[src/rtl/sram_host_defines.vh]
// Behaviour
// RULE1 - 256 one-bit words, fully address decoded
// RULE2 - Write when all selects and direction low
// RULE3 - Direction low keeps device output off
// RULE4 - Read returns inverse of stored bit
// RULE5 - Any select high: output off, no write
// RULE6 - Hold a select high while address changes
// RULE7 - Write interval is the select/direction overlap
// RULE8 - Data stable around end of write overlap
// RULE9 - Off output neither sources nor sinks current (model still drives the stored bit on memOut while off)
// RULE10 - Address stable across whole select window
// RULE11 - Direction high before and after read selects
// RULE12 - Read-modify-write with selects held low
// RULE13 - Contents retained; reads do not disturb
`ifndef SRAM_HOST_DEFINES_VH
`define SRAM_HOST_DEFINES_VH
`define CLK_PERIOD_NS 25
`define SETUP_NS 100
`define STROBE_NS 200
`define HOLD_NS 100
`define ACCESS_NS 500
`define CYC_OF(ns) (((ns) + `CLK_PERIOD_NS - 1) / `CLK_PERIOD_NS)
`define SETUP_CYC `CYC_OF(`SETUP_NS)
`define STROBE_CYC `CYC_OF(`STROBE_NS)
`define HOLD_CYC `CYC_OF(`HOLD_NS)
`define ACCESS_CYC `CYC_OF(`ACCESS_NS)
`define OP_READ 2'h0
`define OP_WRITE 2'h1
`define OP_RMW 2'h2
`endif

[src/rtl/sram_host.v]
`timescale 1ns/1ps
`include "sram_host_defines.vh"
module sram_host #(
    parameter ADDR_W = 8,
    parameter SETUP_CYC = `SETUP_CYC,
    parameter STROBE_CYC = `STROBE_CYC,
    parameter HOLD_CYC = `HOLD_CYC,
    parameter ACCESS_CYC = `ACCESS_CYC
) (
    input wire sys_clk,
    input wire srst,
    input wire reqValid,
    input wire [1:0] reqOp,
    input wire [ADDR_W-1:0] reqAddr,
    input wire reqData,
    output reg reqReady,
    output reg rspValid,
    output reg rspData,
    output reg [ADDR_W-1:0] wordSelect,
    output reg dataIn,
    output reg direction,
    output reg chipSelectNFirst,
    output reg chipSelectNSecond,
    output reg chipSelectNThird,
    input wire memOut,
    input wire memOutEnN
);
    // Each phase runs for its own count of clocks
    localparam S_IDLE = 3'h0;
    localparam S_SETUP = 3'h1;
    localparam S_ACCESS = 3'h2;
    localparam S_STROBE = 3'h3;
    localparam S_HOLD = 3'h4;
    localparam S_DONE = 3'h5;
    localparam CNT_W = 16;

    reg [2:0] state;
    reg [1:0] op;
    reg [CNT_W-1:0] count;

    reg [2:0] next_state;
    reg [1:0] next_op;
    reg [CNT_W-1:0] next_count;
    reg next_reqReady;
    reg next_rspValid;
    reg next_rspData;
    reg [ADDR_W-1:0] next_wordSelect;
    reg next_dataIn;
    reg next_direction;
    reg next_selectN;

    // A zero load would skip the end test and run the count round
    function [CNT_W-1:0] cyc;
        input integer n;
        begin
            cyc = (n < 1) ? 16'h0001 : n[CNT_W-1:0];
        end
    endfunction

    function lastCycle;
        input [CNT_W-1:0] c;
        begin
            lastCycle = (c == 16'h0001);
        end
    endfunction

    function [CNT_W-1:0] countDown;
        input [CNT_W-1:0] c;
        begin
            countDown = c - 16'h0001;
        end
    endfunction

    function isWrite;
        input [1:0] o;
        begin
            isWrite = (o == `OP_WRITE);
        end
    endfunction

    function isRmw;
        input [1:0] o;
        begin
            isRmw = (o == `OP_RMW);
        end
    endfunction

    // Every path starts from the present value, or zero for rspValid, so nothing latches
    always @* begin
        next_state = state;
        next_op = op;
        next_count = count;
        next_reqReady = reqReady;
        next_rspValid = 1'h0;
        next_rspData = rspData;
        next_wordSelect = wordSelect;
        next_dataIn = dataIn;
        next_direction = direction;
        next_selectN = chipSelectNFirst;
        case (state)
            S_IDLE: begin
                next_reqReady = 1'h1;
                // Address only moves while selects are high
                if (reqValid && reqReady) begin
                    next_reqReady = 1'h0;
                    next_op = reqOp;
                    next_wordSelect = reqAddr; // RULE6 RULE10 RULE1
                    next_dataIn = reqData;
                    // Reads set direction high before select
                    next_direction = !isWrite(reqOp); // RULE11
                    next_count = cyc(SETUP_CYC);
                    next_state = S_SETUP;
                end
            end
            S_SETUP: begin
                if (lastCycle(count)) begin
                    next_selectN = 1'h0; // RULE2 RULE7
                    if (isWrite(op)) begin
                        next_count = cyc(STROBE_CYC);
                        next_state = S_STROBE;
                    end else begin
                        next_count = cyc(ACCESS_CYC);
                        next_state = S_ACCESS;
                    end
                end else begin
                    next_count = countDown(count);
                end
            end
            S_ACCESS: begin
                if (!lastCycle(count)) begin
                    next_count = countDown(count);
                    // Last cycle waits until the device drives its line;
                    // a device that never drives stalls the access here
                end else if (!memOutEnN) begin
                    // Device returns the inverse; undo it here
                    next_rspData = ~memOut; // RULE4
                    if (isRmw(op)) begin
                        next_direction = 1'h0; // RULE12
                        next_count = cyc(STROBE_CYC);
                        next_state = S_STROBE;
                    end else begin
                        next_selectN = 1'h1; // RULE11
                        next_count = cyc(HOLD_CYC);
                        next_state = S_HOLD;
                    end
                end
            end
            S_STROBE: begin
                if (lastCycle(count)) begin
                    // Selects end the overlap; data held after
                    next_selectN = 1'h1; // RULE7 RULE8
                    next_count = cyc(HOLD_CYC);
                    next_state = S_HOLD;
                end else begin
                    next_count = countDown(count);
                end
            end
            S_HOLD: begin
                if (lastCycle(count)) begin
                    // Direction rises only once the selects are high
                    next_direction = 1'h1; // RULE11
                    next_rspValid = 1'h1;
                    next_state = S_DONE;
                end else begin
                    next_count = countDown(count);
                end
            end
            S_DONE: begin
                // Idle cycle keeps two takes at least two edges apart
                next_reqReady = 1'h1;
                next_state = S_IDLE;
            end
            default: begin
                next_state = S_IDLE;
            end
        endcase
    end

    always @(posedge sys_clk) begin
        if (srst) begin
            state <= S_IDLE;
            op <= `OP_READ;
            count <= 16'h0000;
        end else begin
            state <= next_state;
            op <= next_op;
            count <= next_count;
        end
    end

    // rspData is a level and stands until the next read samples the device line
    always @(posedge sys_clk) begin
        if (srst) begin
            reqReady <= 1'h0;
            rspValid <= 1'h0;
            rspData <= 1'h0;
        end else begin
            reqReady <= next_reqReady;
            rspValid <= next_rspValid;
            rspData <= next_rspData;
        end
    end

    // Reset leaves the selects high and direction at read, so the
    // device can neither be written nor drive its line out of reset
    always @(posedge sys_clk) begin
        if (srst) begin
            wordSelect <= {ADDR_W{1'h0}};
            dataIn <= 1'h0;
            direction <= 1'h1;
            chipSelectNFirst <= 1'h1;
            chipSelectNSecond <= 1'h1;
            chipSelectNThird <= 1'h1;
        end else begin
            wordSelect <= next_wordSelect;
            dataIn <= next_dataIn;
            direction <= next_direction;
            chipSelectNFirst <= next_selectN; // RULE7
            chipSelectNSecond <= next_selectN;
            chipSelectNThird <= next_selectN;
        end
    end
endmodule // sram_host

[config.mk]
export PLATFORM = sky130hd
export DESIGN_NAME = sram_host
export DESIGN_NICKNAME = d
export VERILOG_FILES = /design/src/rtl/sram_host.v
export VERILOG_INCLUDE_DIRS = /design/src /design/src/rtl
export SDC_FILE = /design/constraint.sdc
export NUM_CORES = 1
export LEC_CHECK = 0
export BUFFER_PORTS_ARGS = -buffer_cell sky130_fd_sc_hd__buf_2
export CORE_MARGIN = 3
export CORE_UTILIZATION = 40
export CTS_BUF_LIST = sky130_fd_sc_hd__clkbuf_4
export DETAILED_ROUTE_END_ITERATION = 8
export PLACE_DENSITY = 0.69
export SYNTH_ARGS = -nofsm -noshare
export SYNTH_HDL_FRONTEND = slang
export SYNTH_SLANG_ARGS = --single-unit
[constraint.sdc]
create_clock -name sys_clk -period 6 [get_ports sys_clk]
set_input_delay 0.3 -clock sys_clk [delete_from_list [all_inputs] [get_ports sys_clk]]
set_output_delay 0.3 -clock sys_clk [all_outputs]
set_load 0.01 [all_outputs]
==> results of run 1 <==
## cells in the final DEF (no fill, tap or decap), types with 2 or more instances in the layout
cell,n
o31ai_1,4
xnor2_1,5
xor2_1,5
mux2i_1,2
nand3_1,4
a21oi_2,3
nor4_2,3
or4_4,2
nor3_1,11
buf_2,31
nor2_1,32
nand2_1,27
dfxtp_1,35
nor2b_1,2
nand4_1,2
ha_1,2
a21oi_1,31
nand2b_1,7
or3_1,4
o21ai_0,10
inv_1,4
nor4_1,3
clkbuf_4,6
clkinv_1,2
## per-layer routing
| metal | track usage, % | up-vias | routed length (um) |
|---|---|---|---|
| li1 | - | 874 | - |
| met1 | 20.9 | 788 | 1890 |
| met4 | 5.93 | 0 | 50 |
| met5 | 0 | - | 0 |
| met2 | 24.4 | 63 | 1730 |
| met3 | 5.00 | 7 | 335 |
## critical path: stages, from the launching register on
cell	delay, ns
dfxtp_1	0.80
nor3_1	0.15
a21oi_1	0.41
o31a_1	0.36
nand3_2	0.17
or4_4	0.44
a21oi_2	0.14
## final timing paths
kind,from,endpoint,slack [ns],cells after the start
worst max-delay path,state[0],count[12],3.45,6
worst min-delay path,reqAddr[0],wordSelect[0],0.19,3
worst max register to register,state[0],count[12],3.45,6
worst min register to register,wordSelect[0],wordSelect[0],0.46,2
## synth_stat cells (all sizes together), types with 2 or more instances
cell | instances | area [um2]
o31ai | 4 | 30.0
dfxtp | 35 | 701
xnor2 | 5 | 43.8
or4 | 3 | 30.0
nor2b | 2 | 12.5
nor2 | 32 | 120
a21oi | 34 | 181
xor2 | 5 | 43.8
or3 | 4 | 25.0
o21ai | 10 | 50.1
clkbuf | 8 | 30.0
ha | 2 | 25.0
buf | 7 | 45.0
nor4 | 6 | 56.3
nand3 | 5 | 30.0
nand2 | 27 | 101
nand2b | 7 | 43.8
nor3 | 12 | 65.1
inv | 4 | 15.0
nand4 | 3 | 25.0
mux2i | 2 | 20.0
## sequential cells by signal (all words and copies together) (netlist names)
register / cells
rspValid: 1
chipSelectNThird: 1
wordSelect: 8
reqReady: 1
direction: 1
count: 16
rspData: 1
state: 3
dataIn: 1
op: 2
## kinds of logic (layout without fill, tap and decap cells)
group           count (synthesis)  after routing
flops                          35             35
xor+xnor                       10             10
simple gates                  108            108
fa+ha+maj                       2              2
mux                             2              2
buf+inv                        19             43
compound gates                 59             59
## power groups by stage
stage | registers (mW) | logic, mW | clock network (mW)
floorplan | 0.283 | 0.151 | 0
global placement | 0.290 | 0.178 | 0
detailed placement | 0.291 | 0.180 | 0
CTS | 0.286 | 0.182 | 0.129
global route | 0.291 | 0.205 | 0.142
finish | 0.287 | 0.182 | 0.123
## area by class of cell
type,instances,share of cell area [%]
flip-flops and latches,35,34.0
clock buffers,6,2.19
repair buffers,31,7.53
well taps,52,3.16
inverters,4,0.729
clock inverters,2,0.365
multi-input cells,181,52.0
## stage by stage
| step | total power [mW] | worst slack [ns] | std cells | hold slack [ns] | util, % |
|---|---|---|---|---|---|
| 4_1_cts | 0.597 | 3.47 | 311 | 0.177 | 46.7 |
| 3_5_place_dp | 0.471 | 3.53 | 303 | 0.445 | 45.5 |
| 5_1_grt | 0.638 | 3.23 | 311 | 0.162 | 46.7 |
| 3_3_place_gp | 0.469 | 3.53 | 303 | 0.438 | 45.5 |
| 2_1_floorplan | 0.435 | 4.13 | 235 | 0.436 | - |
| 6_report | 0.592 | 3.45 | 311 | 0.191 | 46.7 |
==> results.cfg, run 1 <==
[outcome]
outcome = completed

[logic_synthesis]
synthArstFlopShare_pct = 0
yosys_warnings = 0
synthAdderAreaFrac_pct = 1.34
syn_area_per_cell_um2 = 7.92
synth_compound_area_share_pct = 19.6
synth-edff-count = 0
synth_top_family_by_area = simple AND/OR/NAND/NOR gates
syn_inst = 235
synth.area.mux_share_pct = 1.08
synth_ff_type = dfxtp_1
synth.net_count = 253
ys_types = 48
syn_area_um2 = 1860
yosys.area_share.simple_pct = 30.8
yosys_register_bits = 35
synth-seq-area-share_pct = 37.6
synth_xor_area_share_pct = 4.70

[routing]
firstDrtPassIters = 4
viasPerCell = 5.57
routedWlPerCell_um = 12.9
vias = 1732
wl_um = 4010
drtIter0Drc = 103
ant_nets = 0
drc = 0

[cts]
cts-htree-levels = 2
clkLatencyLatePin_ns = 0.34
cts_hold_buf = 0
post_cts_resized = 0
cts.sinks = 35
cts_root_buffer = clkbuf_4
cts_buffers = 5
cts_tree = built
post_cts_buffers = 0
clk_path_buf_depth = 2
clk_pin_slew_ns = 0.11

[cells_and_area]
multi_input_area_um2 = 1070
syn_to_final_growth_pct = 10.6
finalNetCount = 276
design_area_um2 = 2060
antenna_cells = 0
layout-drive-gt1-share_pct = 20.5
regArea_um2 = 701
nFillCells = 437

[critical_path]
cp-end-kind = flip-flop
cp-start-kind = flip-flop
cp_max_fo = 23
crit_required_ns = 6.26
crit_type = flip-flop to flip-flop
arrival_ns = 2.81

[die]
initial_core_util_pct = 42.2
num_rows = 24
core_um2 = 4410
die_x_um = 74.2
ios = 32
dieHeight_um = 74.2
die_area_um2 = 5510

[power_and_ir_drop]
ir_drop_mv = 0.123
p_leak_nw = 0.780
p_int_uw = 382
clkPwrFrac_pct = 20.8
p_sw_uw = 210
power-per-cell-area_nw_per_um2 = 288
switching_share_pct = 35.5
combPwrFrac_pct = 30.8
seqPwrFrac_pct = 48.4

[sta]
worst_slew_pin_slew_ns = 0.716
clock_skew_ns = 0.0135
setup_viol = 0
max_clock_freq_ghz = 0.392
period_needed_ns = 2.55
rsz0062_at_grt = no
setup_tns_ns = 0
drv_slew = 0
relSlewSlack_pct = 52.2
period_share_pct = 42.5
final_hold_viol_count = 0

[global_routing]
grtUsageTotal_pct = 15.9
grt_overflow_total = 0
grt_max_degree = 27
antenna_found_initial = 0
grt_pass1_vias = 1565
grt_pass1_wl_um = 6890

[flow_run]
maxCapViolations = 0

[hold_path]
hold_class = input pin to flip-flop

[place]
io_buffers = 31
dp_hpwl_um = 2820
finalWeightedCongestion = 0.802
placed_area_um2 = 2010
Note: power is estimated with default switching activity, not from simulation.
==> inputs of run 2 (changes only) <==
- PLACE_DENSITY: 0.69 -> 0.71
- clock period: 6 -> 2.2 ns (I/O delays scaled with it)
==> run 2 against run 1 <==
Largest cell class unchanged. Fmax rose by 26%. Register-to-register slack got worse by 3.3 ns. Utilization rose by 4.8 points. Critical path depth rose by 3.
==> results.cfg, run 2 (synthesized netlist as in run 1, its figures left out) <==
[routing]
firstDrtPassIters = 6
wl_um = 4460
viasPerCell = 5.41
ant_nets = 0
drtIter0Drc = 179
drc = 0
vias = 1808
routedWlPerCell_um = 13.3

[place]
dp_hpwl_um = 3110
placed_area_um2 = 2120
finalWeightedCongestion = 0.827
io_buffers = 31

[hold_path]
hold_class = input pin to flip-flop
hold_start = reqAddr[5]
worstHoldEndpoint = wordSelect[5]
holdPathStages = 3

[critical_path]
crit_required_ns = 2.43
cp-end-kind = flip-flop
reg2reg_slack_ns = 0.17
crit_family = simple AND/OR/NAND/NOR gates
crit_slowest_cell = o31a_1
crit_buf_inv = 2
r2r_end = count[8]
r2r_cells = 9
path_cells = inv_1 > ha_1 > nor4b_2 > nand4_2 > o31a_1 > buf_4 > nand3_1 > xor2_1 > nor2_1
crit_type = flip-flop to flip-flop
r2r-start = count[1]
cp_slowest_stage_delay_ns = 0.38
arrival_ns = 2.26
cp_max_fo = 4
cp-start-kind = flip-flop

[sta]
worst_slew_pin_slew_ns = 0.511
final_hold_viol_count = 0
rsz0062_at_grt = no
clock_skew_ns = 0.0157
period_share_pct = 92.2
relSlewSlack_pct = 65.9
max_clock_freq_ghz = 0.493
drv_slew = 0
period_needed_ns = 2.03
setup_tns_ns = 0
setup_viol = 0

[global_routing]
grt_pass1_vias = 1641
grt_max_degree = 27
grt_pass1_wl_um = 7510
grtUsageTotal_pct = 17.3
grt_overflow_total = 0
antenna_found_initial = 0

[power_and_ir_drop]
power-per-cell-area_nw_per_um2 = 735
ir_drop_mv = 0.355
p_leak_nw = 0.891

[cts]
clk_path_buf_depth = 2
cts_buffers = 5
cts-htree-levels = 2
cts_root_buffer = clkbuf_4
clkLatencyLatePin_ns = 0.34
clk_pin_slew_ns = 0.10
cts.sinks = 35
cts_tree = built

[cells_and_area]
layout-drive-gt1-share_pct = 26.2
multi_input_area_um2 = 1090
mostFrequentLayoutCells = dfxtp_1 (34), nor2_1 (31), a21oi_1 (31), buf_2 (31), nand2_1 (27)
final_common_cell = dfxtp_1
antenna_cells = 0
syn_to_final_growth_pct = 22.0
largest-register = count
top_regs = count x16, wordSelect x8, state x3
design_area_um2 = 2270
nFillCells = 426
regArea_um2 = 702
largest_reg_flops = 16
fin_util_pct = 51.4
finalNetCount = 300

[die]
die_area_um2 = 5510
dieHeight_um = 74.2
ios = 32
core_um2 = 4410
initial_core_util_pct = 42.2
num_rows = 24
die_x_um = 74.2

[flow_run]
maxCapViolations = 0

[outcome]
outcome = completed
[run 2: worst reg2reg max path: cells and delay by family (launching register included)]
kind | cells | cell delay (ns)
AO/OA/AOI/OAI | 1 | 0.38
XOR/XNOR | 1 | 0.17
adder cells (fa/ha/maj) | 1 | 0.14
buffers and inverters | 2 | 0.26
flip-flops | 1 | 0.35
AND/OR/NAND/NOR | 4 | 0.65
[run 2: per-layer routing]
metal	global-route usage [%]	vias to the layer above	routed length [um]
li1	-	923	-
met1	23.5	816	2170
met2	26.7	67	1970
met3	5.27	2	298
met4	4.94	0	22
met5	0	-	0
[run 2: worst max-delay path by stage]
stage,depth (start not counted),startpoint,to,slack [ns]
floorplan,8,count[1],count[12],0.33
global placement,8,count[0],count[8],0.25
detailed placement,7,count[0],count[2],0.15
CTS,7,count[0],count[2],0.11
global route,8,count[1],count[2],0.0002
finish,9,count[1],count[8],0.17
[run 2: what timing repair did]
item	in CTS	in global routing
endpoints found under the setup margin	0	4
hold endpoints to repair	7	0
setup buffers	0	2
hold buffers	7	0
gates resized for setup	0	5
[run 2: cell type report]
class / count / area share [%]
sequential: 35 / 30.9
clock buffer: 5 / 1.65
clock inverter: 2 / 0.386
inverter: 4 / 0.661
tap: 52 / 2.87
timing repair buffer: 55 / 15.5
multi-input combinational: 181 / 48.0
[run 2: through the flow]
| stage | cells | setup slack [ns] | hold slack, ns | power, mW |
|---|---|---|---|---|
| after detailed placement | 318 | 0.147 | 0.357 | 1.32 |
| after global placement | 318 | 0.247 | 0.350 | 1.31 |
| after CTS | 332 | 0.107 | 0.00490 | 1.66 |
| after floorplan | 235 | 0.328 | 0.246 | 1.19 |
| final | 334 | 0.172 | 0.0195 | 1.67 |
| after global routing | 334 | 0.000155 | 0.0160 | 1.78 |
[run 2: power breakdown]
group	switching [mW]	leakage, nW	total [mW]	internal [mW]
sequential	0.0764	0.286	0.774	0.697
clock	0.213	0.0285	0.326	0.113
combinational	0.310	0.577	0.570	0.260
==> inputs of run 3 (changes only) <==
- CORE_MARGIN: 3 -> 2
- SETUP_SLACK_MARGIN: not set -> 0.05
==> run 3 against run 2 <==
Sequential power fell by 0.8%. Critical path depth fell by 3. Die area fell by 5.3%. Setup slack got worse by 0.081 ns. Design area rose by 2.9%. Final cell count rose by 1.5%. Clock skew fell by 0.0047 ns. Clock power rose by 12%. Register-to-register slack got worse by 0.08 ns.
==> results.cfg, run 3 (synthesized netlist as in run 1, its figures left out) <==
[sta]
setup_viol = 0
rsz0062_at_grt = yes
relSlewSlack_pct = 64.5
max_clock_freq_ghz = 0.474
period_needed_ns = 2.11
final_hold_viol_count = 0
period_share_pct = 95.9
worst_slew_pin_slew_ns = 0.527
whs_ns = 0.0264
drv_slew = 0
clock_skew_ns = 0.0109

[cts]
clkLatencyLatePin_ns = 0.34
clk_path_buf_depth = 2
cts_tree = built
cts-htree-levels = 2
cts_buffers = 5
cts.sinks = 35
cts_root_buffer = clkbuf_4
clk_pin_slew_ns = 0.12

[die]
die_area_um2 = 5220
dieHeight_um = 72.2
die_x_um = 72.2
num_rows = 24
ios = 32
core_um2 = 4410
initial_core_util_pct = 42.2

[routing]
viasPerCell = 5.36
ant_nets = 0
routedWlPerCell_um = 12.9
drc = 0
drtIter0Drc = 124
wl_um = 4360
vias = 1817
firstDrtPassIters = 4

[place]
finalWeightedCongestion = 0.882
placed_area_um2 = 2120
dp_hpwl_um = 2910
io_buffers = 31

[cells_and_area]
final_common_cell = dfxtp_1
mostFrequentLayoutCells = dfxtp_1 (34), nor2_1 (32), a21oi_1 (31), buf_2 (31), nand2_1 (27)
largest_reg_flops = 16
top_regs = count x16, wordSelect x8, state x3
largest-register = count
syn_to_final_growth_pct = 25.5
layout-drive-gt1-share_pct = 26.1
design_area_um2 = 2340
antenna_cells = 0
finalNetCount = 304

[critical_path]
crit_required_ns = 2.46
cp-start-kind = flip-flop
cp-end-kind = flip-flop
cp_slowest_stage_delay_ns = 0.46
crit_type = flip-flop to flip-flop
crit_slowest_cell = nor4_2
arrival_ns = 2.37
cp_max_fo = 5
path_cells = nor4_2 > nand4_1 > nor2_1 > a21oi_1 > a211o_1 > a311oi_2

[global_routing]
grt_max_degree = 27
grtUsageTotal_pct = 17.8
antenna_found_initial = 0
grt_overflow_total = 0
grt_pass1_wl_um = 7460
grt_pass1_vias = 1683

[power_and_ir_drop]
power-per-cell-area_nw_per_um2 = 747
p_leak_nw = 0.914
power_mw = 1.74
ir_drop_mv = 0.367

[outcome]
outcome = completed

[hold_path]
hold_class = input pin to flip-flop

[flow_run]
maxCapViolations = 0
## run 3: changes by cell type in the layout (fill, tap and decap cells not counted), sizes merged
cell         change
clkinv           -1
clkinvlp         +1
dlygate4sd3      +4
clkbuf           +1
## run 3: metrics by stage
stage               setup TNS [ns]  std cells  worst slack, ns  util [%]
finish                           0        339           0.0904      52.9
global route               -0.0304        339          -0.0304      52.9
CTS                              0        337           0.0741      51.8
detailed placement               0        318           0.0911      48.0
global placement                 0        318            0.146      48.0
floorplan                        0        235            0.328         -
## run 3: final timing paths
path / from / to / slack (ns) / depth (start not counted)
max: count[11] / count[2] / 0.09 / 6
min: memOut / rspData / 0.03 / 3
max reg2reg: count[11] / count[2] / 0.09 / 6
min reg2reg: wordSelect[0] / wordSelect[0] / 0.46 / 2
## run 3: routing by layer
metal  vias up  share of wire, %  global-route usage (%)
met3         6               4.6                    4.31
met1       835                49                    23.4
met2        46                45                    29.0
li1        930                 -                       -
met4         0               1.2                    5.45
met5         -                 0                       0
## run 3: area by class of cell
cell class,count,area [um2]
Clock inverter,2,12.5
Timing Repair Buffer,59,393
Multi-Input combinational cell,181,1100
Clock buffer,6,45.0
Tap cell,52,65.1
Inverter,4,15.0
Sequential cell,35,702
Fill cell,406,2080
## run 3: critical path, delay by kind of cell (launching register included)
family / cells / cell delay, ns
DFF: 1 / 0.38
AOI/OAI and AO/OA: 3 / 0.60
and+or+nand+nor: 3 / 1.04
## run 3: what timing repair did
| action | CTS | global route |
|---|---|---|
| hold buffers | 11 | 0 |
| endpoints found under the setup margin | 0 | 20 |
| setup buffers | 0 | 2 |
| gates resized for setup | 0 | 6 |
| endpoints found under the hold margin | 11 | 0 |
## run 3: power by group
| part | total [mW] | switching, mW | internal, mW | leakage (nW) |
|---|---|---|---|---|
| logic | 0.613 | 0.334 | 0.280 | 0.596 |
| registers | 0.768 | 0.0702 | 0.698 | 0.286 |
| clock network | 0.364 | 0.228 | 0.136 | 0.0317 |
| total | 1.74 | 0.632 | 1.11 | 0.914 |
